### src/hdl/lps_pkg.sv
// shared constants for the linear pixel scan sequencer and its controller
package lps_pkg;
  // ----------------------------------------
  // array geometry
  // ----------------------------------------
  localparam int unsigned PIX_COUNT    = 128;   // pixels, one shift stage each
  localparam int unsigned PIX_IDX_W    = 7;     // pixel index width
  localparam int unsigned PIX_W        = 8;     // sampled pixel word width
  localparam int unsigned INTEG_W      = 16;    // integrator accumulator width
  localparam int unsigned FIFO_DEPTH   = 8;     // pixel words buffered at controller
  // ----------------------------------------
  // sequence positions, counted in sensor clock rising edges from the start
  // ----------------------------------------
  localparam int unsigned RST_EDGES    = 18;    // edges with integrators held in reset
  localparam int unsigned RELEASE_EDGE = 19;    // edge that starts the next integration
  localparam int unsigned SCAN_END_EDGE = 129;  // edge that clocks the pulse out
  localparam int unsigned NEXT_START_EDGE = 130; // earliest edge for a new start
  localparam int unsigned EDGE_CNT_W   = 20;    // edge counter width
  // ----------------------------------------
  // timing
  // ----------------------------------------
  localparam int unsigned CORE_PERIOD_NS = 40;  // core clock period
  localparam int unsigned SCLK_HALF_NS   = 160; // sensor clock high and low time
  localparam int unsigned SCLK_HALF_CYC  = (SCLK_HALF_NS + CORE_PERIOD_NS - 1) / CORE_PERIOD_NS;
  localparam int unsigned SCLK_PERIOD_NS = 2 * SCLK_HALF_NS;
  localparam int unsigned INTEG_MIN_NS   = 16000; // shortest integration time
  localparam int unsigned INTEG_MIN_CLKS =
    (INTEG_MIN_NS + SCLK_PERIOD_NS - 1) / SCLK_PERIOD_NS;
  localparam int unsigned INTEG_MAX_MS   = 100;   // longest integration time
  localparam int unsigned INTEG_MAX_CLKS = (INTEG_MAX_MS * 1000000) / SCLK_PERIOD_NS;
  // ----------------------------------------
  // controller states
  // ----------------------------------------
  typedef enum logic [0:0] {
    LPS_IDLE = 1'b0,   // sensor clock stopped low
    LPS_SCAN = 1'b1    // sensor clock running
  } lps_state_t;
endpackage

### src/hdl/lps_link_if.sv
// link between the scan sequencer and its controller
`timescale 1ns/1ns
interface lps_link_if;
  logic       sensor_clk;        // controller-made sensor clock
  logic       scan_start;        // start pulse, one sensor clock long
  logic       sample_freeze;     // freeze, tied to scan_start
  logic [7:0] pixel_analog_out;  // pixel level, valid while enabled
  logic       pixel_out_en;      // high while the device drives the output
  logic       chain_out;         // chain pulse for cascading or end of data

  modport device (
    input  sensor_clk,
    input  scan_start,
    input  sample_freeze,
    output pixel_analog_out,
    output pixel_out_en,
    output chain_out
  );

  modport ctrl (
    output sensor_clk,
    output scan_start,
    output sample_freeze,
    input  pixel_analog_out,
    input  pixel_out_en,
    input  chain_out
  );
endinterface

### src/hdl/lps_ctrl_end.sv
// controller end: sensor clock, start pulse, pixel capture through a fifo
`timescale 1ns/1ns

// ----------------------------------------
// pixel fifo
// ----------------------------------------
module lps_fifo #(
  parameter int unsigned WIDTH = 8,
  parameter int unsigned DEPTH = 8
) (
  input  wire logic             i_core_clk,
  input  wire logic             i_resetn,
  input  wire logic             i_wr_valid,
  output logic                  o_wr_ready,
  input  wire logic [WIDTH-1:0] i_wr_data,
  output logic                  o_rd_valid,
  input  wire logic             i_rd_ready,
  output logic [WIDTH-1:0]      o_rd_data
);
  localparam int unsigned AW = $clog2(DEPTH);
  logic [WIDTH-1:0] mem_ff [DEPTH];   // storage words
  logic [AW-1:0]    wr_ptr_ff;        // next write slot
  logic [AW-1:0]    rd_ptr_ff;        // next read slot
  logic [AW:0]      cnt_ff;           // words held
  logic             wr_go;            // write accepted
  logic             rd_go;            // read accepted

  assign o_wr_ready = (cnt_ff != (AW+1)'(DEPTH));  // honest full
  assign o_rd_valid = (cnt_ff != '0);               // honest empty
  assign o_rd_data  = mem_ff[rd_ptr_ff];
  assign wr_go      = i_wr_valid && o_wr_ready;
  assign rd_go      = o_rd_valid && i_rd_ready;

  // store written word
  always_ff @(posedge i_core_clk) begin
    if (wr_go) begin
      mem_ff[wr_ptr_ff] <= i_wr_data;
    end
  end

  // pointers and fill count
  always_ff @(posedge i_core_clk or negedge i_resetn) begin
    if (!i_resetn) begin
      wr_ptr_ff <= '0;
      rd_ptr_ff <= '0;
      cnt_ff    <= '0;
    end else begin
      if (wr_go) begin
        wr_ptr_ff <= (wr_ptr_ff == AW'(DEPTH-1)) ? '0 : wr_ptr_ff + 1'b1;
      end
      if (rd_go) begin
        rd_ptr_ff <= (rd_ptr_ff == AW'(DEPTH-1)) ? '0 : rd_ptr_ff + 1'b1;
      end
      if (wr_go && !rd_go) begin
        cnt_ff <= cnt_ff + 1'b1;
      end else if (rd_go && !wr_go) begin
        cnt_ff <= cnt_ff - 1'b1;
      end
    end
  end
endmodule

// ----------------------------------------
// controller end
// ----------------------------------------
module lps_ctrl_end #(
  parameter int unsigned INTEG_CLKS = lps_pkg::INTEG_MIN_CLKS  // integration, sensor clocks
) (
  input  wire logic       i_core_clk,
  input  wire logic       i_resetn,
  lps_link_if.ctrl        link,
  input  wire logic       i_scan_req,    // keep scanning while high
  output logic            o_busy,        // sensor clock running
  output logic            o_pix_valid,   // pixel word available
  input  wire logic       i_pix_ready,   // user takes the word
  output logic [7:0]      o_pix_data     // pixel word
);
  localparam int unsigned NEXT_MIN =
    (lps_pkg::RELEASE_EDGE + INTEG_CLKS > lps_pkg::NEXT_START_EDGE) ?
    lps_pkg::RELEASE_EDGE + INTEG_CLKS : lps_pkg::NEXT_START_EDGE;
  localparam int unsigned DIV_W = $clog2(lps_pkg::SCLK_HALF_CYC + 1);

  lps_pkg::lps_state_t              state_ff;   // idle or scanning
  logic [DIV_W-1:0]                 div_ff;     // half period counter
  logic                             sclk_ff;    // sensor clock level
  logic                             start_ff;   // start and freeze level
  logic [lps_pkg::EDGE_CNT_W-1:0]   edge_ff;    // rising edges since start
  logic                             half_end;   // last cycle of a half period
  logic                             sample_pt;  // last cycle before a rise
  logic                             fifo_rdy;   // fifo can take a word
  logic                             stall;      // hold clock low for back-pressure
  logic                             seq_done;   // next start is allowed

  assign half_end  = (div_ff == DIV_W'(lps_pkg::SCLK_HALF_CYC - 1));
  assign sample_pt = half_end && !sclk_ff && (state_ff == lps_pkg::LPS_SCAN);
  assign stall     = sample_pt && link.pixel_out_en && !fifo_rdy;
  assign seq_done  = (edge_ff >= lps_pkg::EDGE_CNT_W'(NEXT_MIN));

  assign link.sensor_clk    = sclk_ff;
  assign link.scan_start    = start_ff;
  assign link.sample_freeze = start_ff;
  assign o_busy             = (state_ff == lps_pkg::LPS_SCAN);

  // pixels captured just before each rising edge
  lps_fifo #(
    .WIDTH (8),
    .DEPTH (lps_pkg::FIFO_DEPTH)
  ) u_fifo (
    .i_core_clk (i_core_clk),
    .i_resetn   (i_resetn),
    .i_wr_valid (sample_pt && link.pixel_out_en),
    .o_wr_ready (fifo_rdy),
    .i_wr_data  (link.pixel_analog_out),
    .o_rd_valid (o_pix_valid),
    .i_rd_ready (i_pix_ready),
    .o_rd_data  (o_pix_data)
  );

  // sensor clock divider, paused low when the fifo is full while the pixel output is enabled
  always_ff @(posedge i_core_clk or negedge i_resetn) begin
    if (!i_resetn) begin
      div_ff  <= '0;
      sclk_ff <= 1'b0;
    end else if (state_ff == lps_pkg::LPS_IDLE) begin
      div_ff  <= '0;
      sclk_ff <= 1'b0;
    end else if (stall) begin
      div_ff  <= div_ff;                    // keep clock low
    end else if (half_end) begin
      div_ff  <= '0;
      sclk_ff <= !sclk_ff;
    end else begin
      div_ff  <= div_ff + 1'b1;
    end
  end

  // scan sequence: start pulse, edge count, stop after full gap
  always_ff @(posedge i_core_clk or negedge i_resetn) begin
    if (!i_resetn) begin
      state_ff <= lps_pkg::LPS_IDLE;
      start_ff <= 1'b0;
      edge_ff  <= '0;
    end else begin
      case (state_ff)
        lps_pkg::LPS_IDLE: begin
          if (i_scan_req) begin
            state_ff <= lps_pkg::LPS_SCAN;
            start_ff <= 1'b1;              // set up before first rise
            edge_ff  <= '0;
          end
        end
        lps_pkg::LPS_SCAN: begin
          if (half_end && !sclk_ff && !stall) begin
            // rising edge now
            if (start_ff) begin
              edge_ff <= lps_pkg::EDGE_CNT_W'(1);
            end else if (!seq_done) begin
              edge_ff <= edge_ff + 1'b1;
            end
          end else if (half_end && sclk_ff) begin
            // falling edge: drop start, or launch the next one
            if (start_ff) begin
              start_ff <= 1'b0;
            end else if (seq_done && i_scan_req) begin
              start_ff <= 1'b1;
            end else if (seq_done) begin
              state_ff <= lps_pkg::LPS_IDLE;
            end
          end
        end
        default: begin
          state_ff <= lps_pkg::LPS_IDLE;
        end
      endcase
    end
  end
endmodule

### src/flat_wrapper.sv
// flat-port wrapper written by rule: the top's interface ports become plain ports
module lps_ctrl_end_flat 
#(
  parameter int unsigned INTEG_CLKS = lps_pkg::INTEG_MIN_CLKS                               
)
  (i_core_clk, i_resetn, i_scan_req, o_busy, o_pix_valid, i_pix_ready, o_pix_data, link_sensor_clk, link_scan_start, link_sample_freeze, link_pixel_analog_out, link_pixel_out_en, link_chain_out);
  lps_link_if link_i ();
  input  wire logic i_core_clk;
  input  wire logic i_resetn;
  input  wire logic i_scan_req;
  output logic o_busy;
  output logic o_pix_valid;
  input  wire logic i_pix_ready;
  output logic [7:0] o_pix_data;
  output wire logic [$bits(link_i.sensor_clk)-1:0] link_sensor_clk;
  output wire logic [$bits(link_i.scan_start)-1:0] link_scan_start;
  output wire logic [$bits(link_i.sample_freeze)-1:0] link_sample_freeze;
  input wire logic [$bits(link_i.pixel_analog_out)-1:0] link_pixel_analog_out;
  input wire logic [$bits(link_i.pixel_out_en)-1:0] link_pixel_out_en;
  input wire logic [$bits(link_i.chain_out)-1:0] link_chain_out;
  assign link_sensor_clk = link_i.sensor_clk;
  assign link_scan_start = link_i.scan_start;
  assign link_sample_freeze = link_i.sample_freeze;
  assign link_i.pixel_analog_out = link_pixel_analog_out;
  assign link_i.pixel_out_en = link_pixel_out_en;
  assign link_i.chain_out = link_chain_out;
  lps_ctrl_end #(.INTEG_CLKS(INTEG_CLKS)) u_core (.i_core_clk(i_core_clk), .i_resetn(i_resetn), .link(link_i), .i_scan_req(i_scan_req), .o_busy(o_busy), .o_pix_valid(o_pix_valid), .i_pix_ready(i_pix_ready), .o_pix_data(o_pix_data));
endmodule
### config.mk
export PLATFORM = sky130hd
export DESIGN_NAME = lps_ctrl_end_flat
export DESIGN_NICKNAME = d
export VERILOG_FILES = /design/src/hdl/lps_pkg.sv /design/src/hdl/lps_link_if.sv /design/src/hdl/lps_ctrl_end.sv /design/src/flat_wrapper.sv
export SDC_FILE = /design/constraint.sdc
export NUM_CORES = 1
export LEC_CHECK = 0
export CAP_MARGIN = 40
export CORE_ASPECT_RATIO = 1.25
export CORE_UTILIZATION = 57
export CTS_BUF_LIST = sky130_fd_sc_hd__clkbuf_4
export CTS_CLUSTER_DIAMETER = 40
export DETAILED_ROUTE_END_ITERATION = 8
export DONT_BUFFER_PORTS = 1
export GPL_TIMING_DRIVEN = 0
export PLACE_DENSITY = 0.83
export SKIP_LAST_GASP = 1
export SLEW_MARGIN = 20
export SYNTH_ARGS = -nofsm -noshare
export SYNTH_HDL_FRONTEND = slang
export SYNTH_SLANG_ARGS = --single-unit
### constraint.sdc
create_clock -name i_core_clk -period 2.6 [get_ports i_core_clk]
set_input_delay 0.26 -clock i_core_clk [delete_from_list [all_inputs] [get_ports i_core_clk]]
set_output_delay 0.26 -clock i_core_clk [all_outputs]
set_load 0.02 [all_outputs]
[Word level (Yosys, flattened, before mapping)]
Memory sizes are Yosys's and may differ from the RTL's.
Index checks and enable logic that the tools add are counted.
Storage, ports and cells
  register bits: 36
  bits in writable memories: 64
  memories kept: 1
  bits in latches: 0
  output and inout port bits: 13
  input port bits: 14
  memory bits (read-only): 0
Memories
  u_core.u_fifo.mem_ff: depth 8, bits a word 8, rd ports 1, clocked after Yosys merged registers in 0, write ports 1, line lps_ctrl_end.sv:21  | logic [WIDTH-1:0] mem_ff [DEPTH];
Cells by class
  div/mod/pow operators: 0
  reduce and logical (&&, ||, !) cells: 21
  mux-type cells: 30
  $add $sub $neg: 6
  equality and inequality tests: 11
  shifts and indexed selects: 0
  order comparisons: 1
  multipliers: 0
  bitwise gates (word level): 1
Operator list (count)
  $mux W20: 4
  $pmux W20 S2: 1
  $add A20 B1 Y20 const B: 1
  $ge A20 B8 Y1 const B: 1
  $mux W1: 16
  $mux W3: 5
  $ne A2 B2 Y1 const B: 6
  $logic_and A1 B1 Y1: 11
  $add A3 B1 Y3 const B: 3
  $mux W4: 2
  $eq A3 B3 Y1 const B: 2
  $reduce_and A3 Y1: 2
  $logic_not A1 Y1: 5
  $add A4 B1 Y4 const B: 1
  $ne A4 B4 Y1 const B: 1
  $pmux W1 S2: 2
  $reduce_bool A4 Y1: 1
  $sub A4 B1 Y4 const B: 1
  $eq A3 B2 Y1 const B: 1
  $ne A3 B3 Y1 const B: 1
  $reduce_and A2 Y1: 1
  $reduce_bool A2 Y1: 1
  $not A1 Y1: 1

[Depth between registers and ports, before layout]
  depth in word-level cells: 9
  mapped depth: 12

[By module]
From an unflattened synthesis, not the netlist that was laid out.
Unflattened totals
  cell total of the unflattened synthesis: 284
  area total of the unflattened synthesis: 4463.0 µm²
By module, submodules not included
  lps_fifo: seq. area each 2172.1 µm², cells an instance 157, area each 3146.8 µm², times used 1
  lps_ctrl_end: seq. area each 650.6 µm², cells an instance 127, area each 1316.3 µm², times used 1

[Worst setup path after synthesis]
No wires, ideal clock.
  path type: reg2reg
  start point: reg u_core.state_ff (netlist: u_core.o_busy)
  end point: reg u_core.u_fifo.cnt_ff[3]
  data required time: 2475 ps
  setup slack: -10 ps
  arrival: 2485 ps
  stages on the path, launching flop included: 12
  cell sequence: dfrtp_1 -> nor4bb_1 -> nand3_1 -> inv_1 -> ha_1 -> inv_1 -> ha_1 -> a21o_1 -> a21oi_1 -> xnor2_1 -> nor2_1 -> xor2_1
On the way
  cells in the longest elaborated chain, start to end: 6
  elaborated cells between the ends (all ways): 8
RTL lines
  from (decl): line lps_ctrl_end.sv:83  | lps_pkg::lps_state_t state_ff;
  from (signal assigned): line lps_ctrl_end.sv:140  | state_ff <= lps_pkg::LPS_IDLE;
  from (signal assigned): line lps_ctrl_end.sv:147  | state_ff <= lps_pkg::LPS_SCAN;
  from (signal assigned): line lps_ctrl_end.sv:167  | state_ff <= lps_pkg::LPS_IDLE;
  $logic_and A1 B1 Y1 (*): line lps_ctrl_end.sv:95  | assign sample_pt = half_end && !sclk_ff && (state_ff == lps_pkg::LPS_SCAN);
  $logic_and A1 B1 Y1 (*): line lps_ctrl_end.sv:111  | .i_wr_valid (sample_pt && link.pixel_out_en),
  $logic_and A1 B1 Y1 (*): line lps_ctrl_end.sv:31  | assign wr_go = i_wr_valid && o_wr_ready;
  named net u_core.u_fifo.wr_go: line lps_ctrl_end.sv:25  | logic wr_go;
  $logic_not A1 Y1: line lps_ctrl_end.sv:56  | end else if (rd_go && !wr_go) begin
  $logic_and A1 B1 Y1: line lps_ctrl_end.sv:56
  $reduce_bool A2 Y1 (no line)
  to (signal assigned): line lps_ctrl_end.sv:55  | cnt_ff <= cnt_ff + 1'b1;
  to (signal assigned): line lps_ctrl_end.sv:57  | cnt_ff <= cnt_ff - 1'b1;
  to (decl): line lps_ctrl_end.sv:24  | logic [AW:0] cnt_ff;
Mark *: on every way through the listed nets, which the timed path passes. The rest lies on a longest branch.
A chain may end at the register's enable or synchronous reset.

[Final worst setup path]
Same ends and word-level chain as after synthesis.

==> impl_metrics.yaml <==
status:
  status: "complete, no violations"
global_routing:
  grt_pass1_wl_um: 11940
  antenna_found_initial: 0
  gr-usage-all-layers_pct: 21.00
  grt_max_degree: 37
  grt_overflow: 0
  grt_pass1_vias: 2311
critical_path:
  critPathLaunch: "u_core.o_busy"
  rrSetupSlack_ns: 0.19
  reg2reg_depth: 11
  path_common_cell: "inv_1"
  cp_cell_sequence: "nor4bb_4 -> nand3_2 -> inv_1 -> ha_2 -> inv_1 -> ha_1 -> a21o_1 -> a21oi_1 -> xnor2_1 -> nor2_1 -> xor2_1"
  reg2reg_to: "u_core.u_fifo.cnt_ff[3]"
  cp_data_required_time_ns: 2.93
  start_kind: "register"
  crit_path_end_kind: "register"
  path_class: "reg -> reg"
  r2r-start: "u_core.o_busy"
  crit_slowest_cell: "dfrtp_2"
  slowest_delay_ns: 0.50
  cp-endpoint: "u_core.u_fifo.cnt_ff[3]"
  critPathMaxFanout: 7
  crit_arrival_ns: 2.74
synthesis:
  synth_warnings: 0
  synth_nets: 294
  synth_area_um2: 4233
  yosys.area.top_type: "edfxtp_1"
  yosysMostFrequentCell: "edfxtp_1"
  synth_edf_count: 64
  ys_ff_latch: 100
  synth_ff_type: "edfxtp_1"
  syn_avg_cell_area_um2: 15.74
  postSynthCellCount: 269
  synth_top_area_share_pct: 45.40
  async_flop_share_pct: 36.00
  yosys-top-cells-area: "edfxtp_1, dfrtp_1, mux4_2, ha_1, mux2_2"
  ys_seq_area_share_pct: 66.69
  synth_cell_type_count: 43
  synth_common_cells: "edfxtp_1, dfrtp_1, nand2_1"
routing:
  drt_pre_antenna_iters: 4
  wl_um: 7381
  drc_errors: 0
  detail_route.iter0.violations: 120
  ant_nets: 0
  wl_per_cell_um: 18.78
  vias: 2301
  vias_per_cell: 5.855
clock_tree:
  cts_tree: "built"
  insertion_delay_ns: 0.42
  clk_path_buf_depth: 2
  cts_root_buf: "clkbuf_4"
  htreeDepth: 3
  cts_buffers: 9
  cts_sinks: 100
  path_clk_slew_ns: 0.16
final_layout:
  fin_util_pct: 67.35
  syn_to_final_growth_pct: 12.36
  finalNetCount: 323
  drive_above_1_share_pct: 24.75
  diodes: 0
  fillers: 503
timing:
  skew_ns: 0.01169
  fin_crit_sh_pct: 92.71
  final.setup.worst_slack_ns: 0.1895
  relSlewSlack_pct: 48.73
  max_freq_ghz: 0.4149
  setup_violations: 0
  period_needed_ns: 2.410
  drv_slew: 0
  whs_ns: 0.05933
  tightest_slew_ns: 0.7649
  hold_viol_final: 0
floorplanning:
  die_y_um: 98.35
  start_util_pct: 59.94
  die_area_um2: 7777
  die_w_um: 79.08
  core_um2: 7062
  rows: 34
  io-pin-count: 27
power_and_ir_drop:
  power.leakage_uw: 0.001806
  power_uw: 4425
  vdd_ir_drop_max_uv: 605.6
  cellPowerDensity_nw_per_um2: 930.4
placed_design:
  place.port_buffers: 0
  place_hpwl_um: 5136
  finalWeightedCongestion: 0.7658
  place_worst_setup_slack_ns: -0.3708
hold_path:
  hp-class: "in -> reg"
run:
  cap_violations: 0
[logic make-up (layout without fill, tap and decap cells)]
group                      Yosys count  after routing  synth area share [%]
AOI/OAI and AO/OA                   37             37                 6.267
adders and majority gates           11             11                 3.429
muxes                               29             29                 11.91
buffers and inverters               12             46                 1.389
xor gates and xnor gates             4              4                0.8278
and+or+nand+nor                     76             76                 9.489
DFF                                100            100                 66.69
[through the flow]
| step | area, um^2 | std cells | setup TNS [ns] |
|---|---|---|---|
| 4_1_cts | 4715 | 393 | 0 |
| 5_1_grt | 4756 | 393 | -0.01415 |
| 3_3_place_gp | 4352 | 359 | -17.07 |
| 3_5_place_dp | 4413 | 364 | -3.476 |
| 6_report | 4756 | 393 | 0 |
| 2_1_floorplan | 4239 | 269 | 0 |
[repair_timing]
action,CTS,global route
setup buffers,1,1
endpoints found under the setup margin,37,9
endpoints found under the hold margin,103,0
pin swaps,1,1
resized for setup,6,8
hold buffers,12,0
[layout by cell type (no fill, tap or decap), types with 9 or more instances in the layout]
| cell type | count |
|---|---|
| edfxtp_1 | 64 |
| dfrtp_1 | 34 |
| nand2_1 | 17 |
| mux4_2 | 16 |
| mux2_2 | 11 |
| dlygate4sd3_1 | 11 |
| clkbuf_4 | 10 |
| nand2b_1 | 10 |
| a21o_1 | 9 |
| and2_1 | 9 |
| ha_1 | 9 |
[critical path: cells and delay by family (launching register included)]
| kind | cells | cell delay, ns |
|---|---|---|
| buf+inv | 2 | 0.21 |
| compound gates | 2 | 0.31 |
| flops | 1 | 0.50 |
| xor+xnor | 2 | 0.27 |
| fa+ha+maj | 2 | 0.49 |
| simple gates | 3 | 0.53 |
[metal layers]
layer | global-route usage (%) | up-vias | routed length [um]
met5 | 0 | - | 0
met3 | 4.019 | 7 | 294
li1 | - | 1088 | -
met4 | 6.713 | 0 | 90
met1 | 27.60 | 1159 | 3101
met2 | 35.28 | 47 | 3895
[state kept, by name, indices dropped and copies added (netlist names)]
signal                     count
u_core.div_ff                  3
u_core.u_fifo.mem_ff          64
u_core.u_fifo.cnt_ff           4
u_core.link.sensor_clk         1
u_core.o_busy                  1
u_core.u_fifo.rd_ptr_ff        3
u_core.edge_ff                20
u_core.link.sample_freeze      1
u_core.u_fifo.wr_ptr_ff        3
[final cells by class]
cell class                      count  area, um^2  share of cell area [%]
Sequential cell                   100        2825                   59.41
Multi-Input combinational cell    157        1421                   29.89
Timing Repair Buffer               19       180.2                   3.788
Tap cell                           90       112.6                   2.368
Clock inverter                      7       81.33                   1.710
Clock buffer                        9       67.56                   1.421
Buffer                              6       48.80                   1.026
Inverter                            5       18.77                  0.3946
[how the worst min path moves through the flow]
stage	from	end	slack, ns	depth (start not counted)
finish	i_pix_ready	u_core.u_fifo.rd_ptr_ff[0]	0.06	2
global route	i_pix_ready	u_core.u_fifo.rd_ptr_ff[0]	0.05	2
CTS	link_pixel_out_en	u_core.u_fifo.wr_ptr_ff[2]	0.08	4
detailed placement	i_resetn	u_core.u_fifo.cnt_ff[1]	-0.03	0
global placement	i_resetn	u_core.u_fifo.cnt_ff[1]	-0.03	0
floorplan	i_resetn	u_core.div_ff[0]	-0.04	0
[report_power, final]
| group | leakage (uW) | internal, uW | total (uW) | switching (uW) |
|---|---|---|---|---|
| Sequential | 0.00103 | 1850 | 2060 | 214 |
| Clock | 0.0000828 | 310 | 824 | 514 |
| Combinational | 0.000693 | 742 | 1540 | 797 |
No activity file was read; power rests on OpenSTA's default activity.
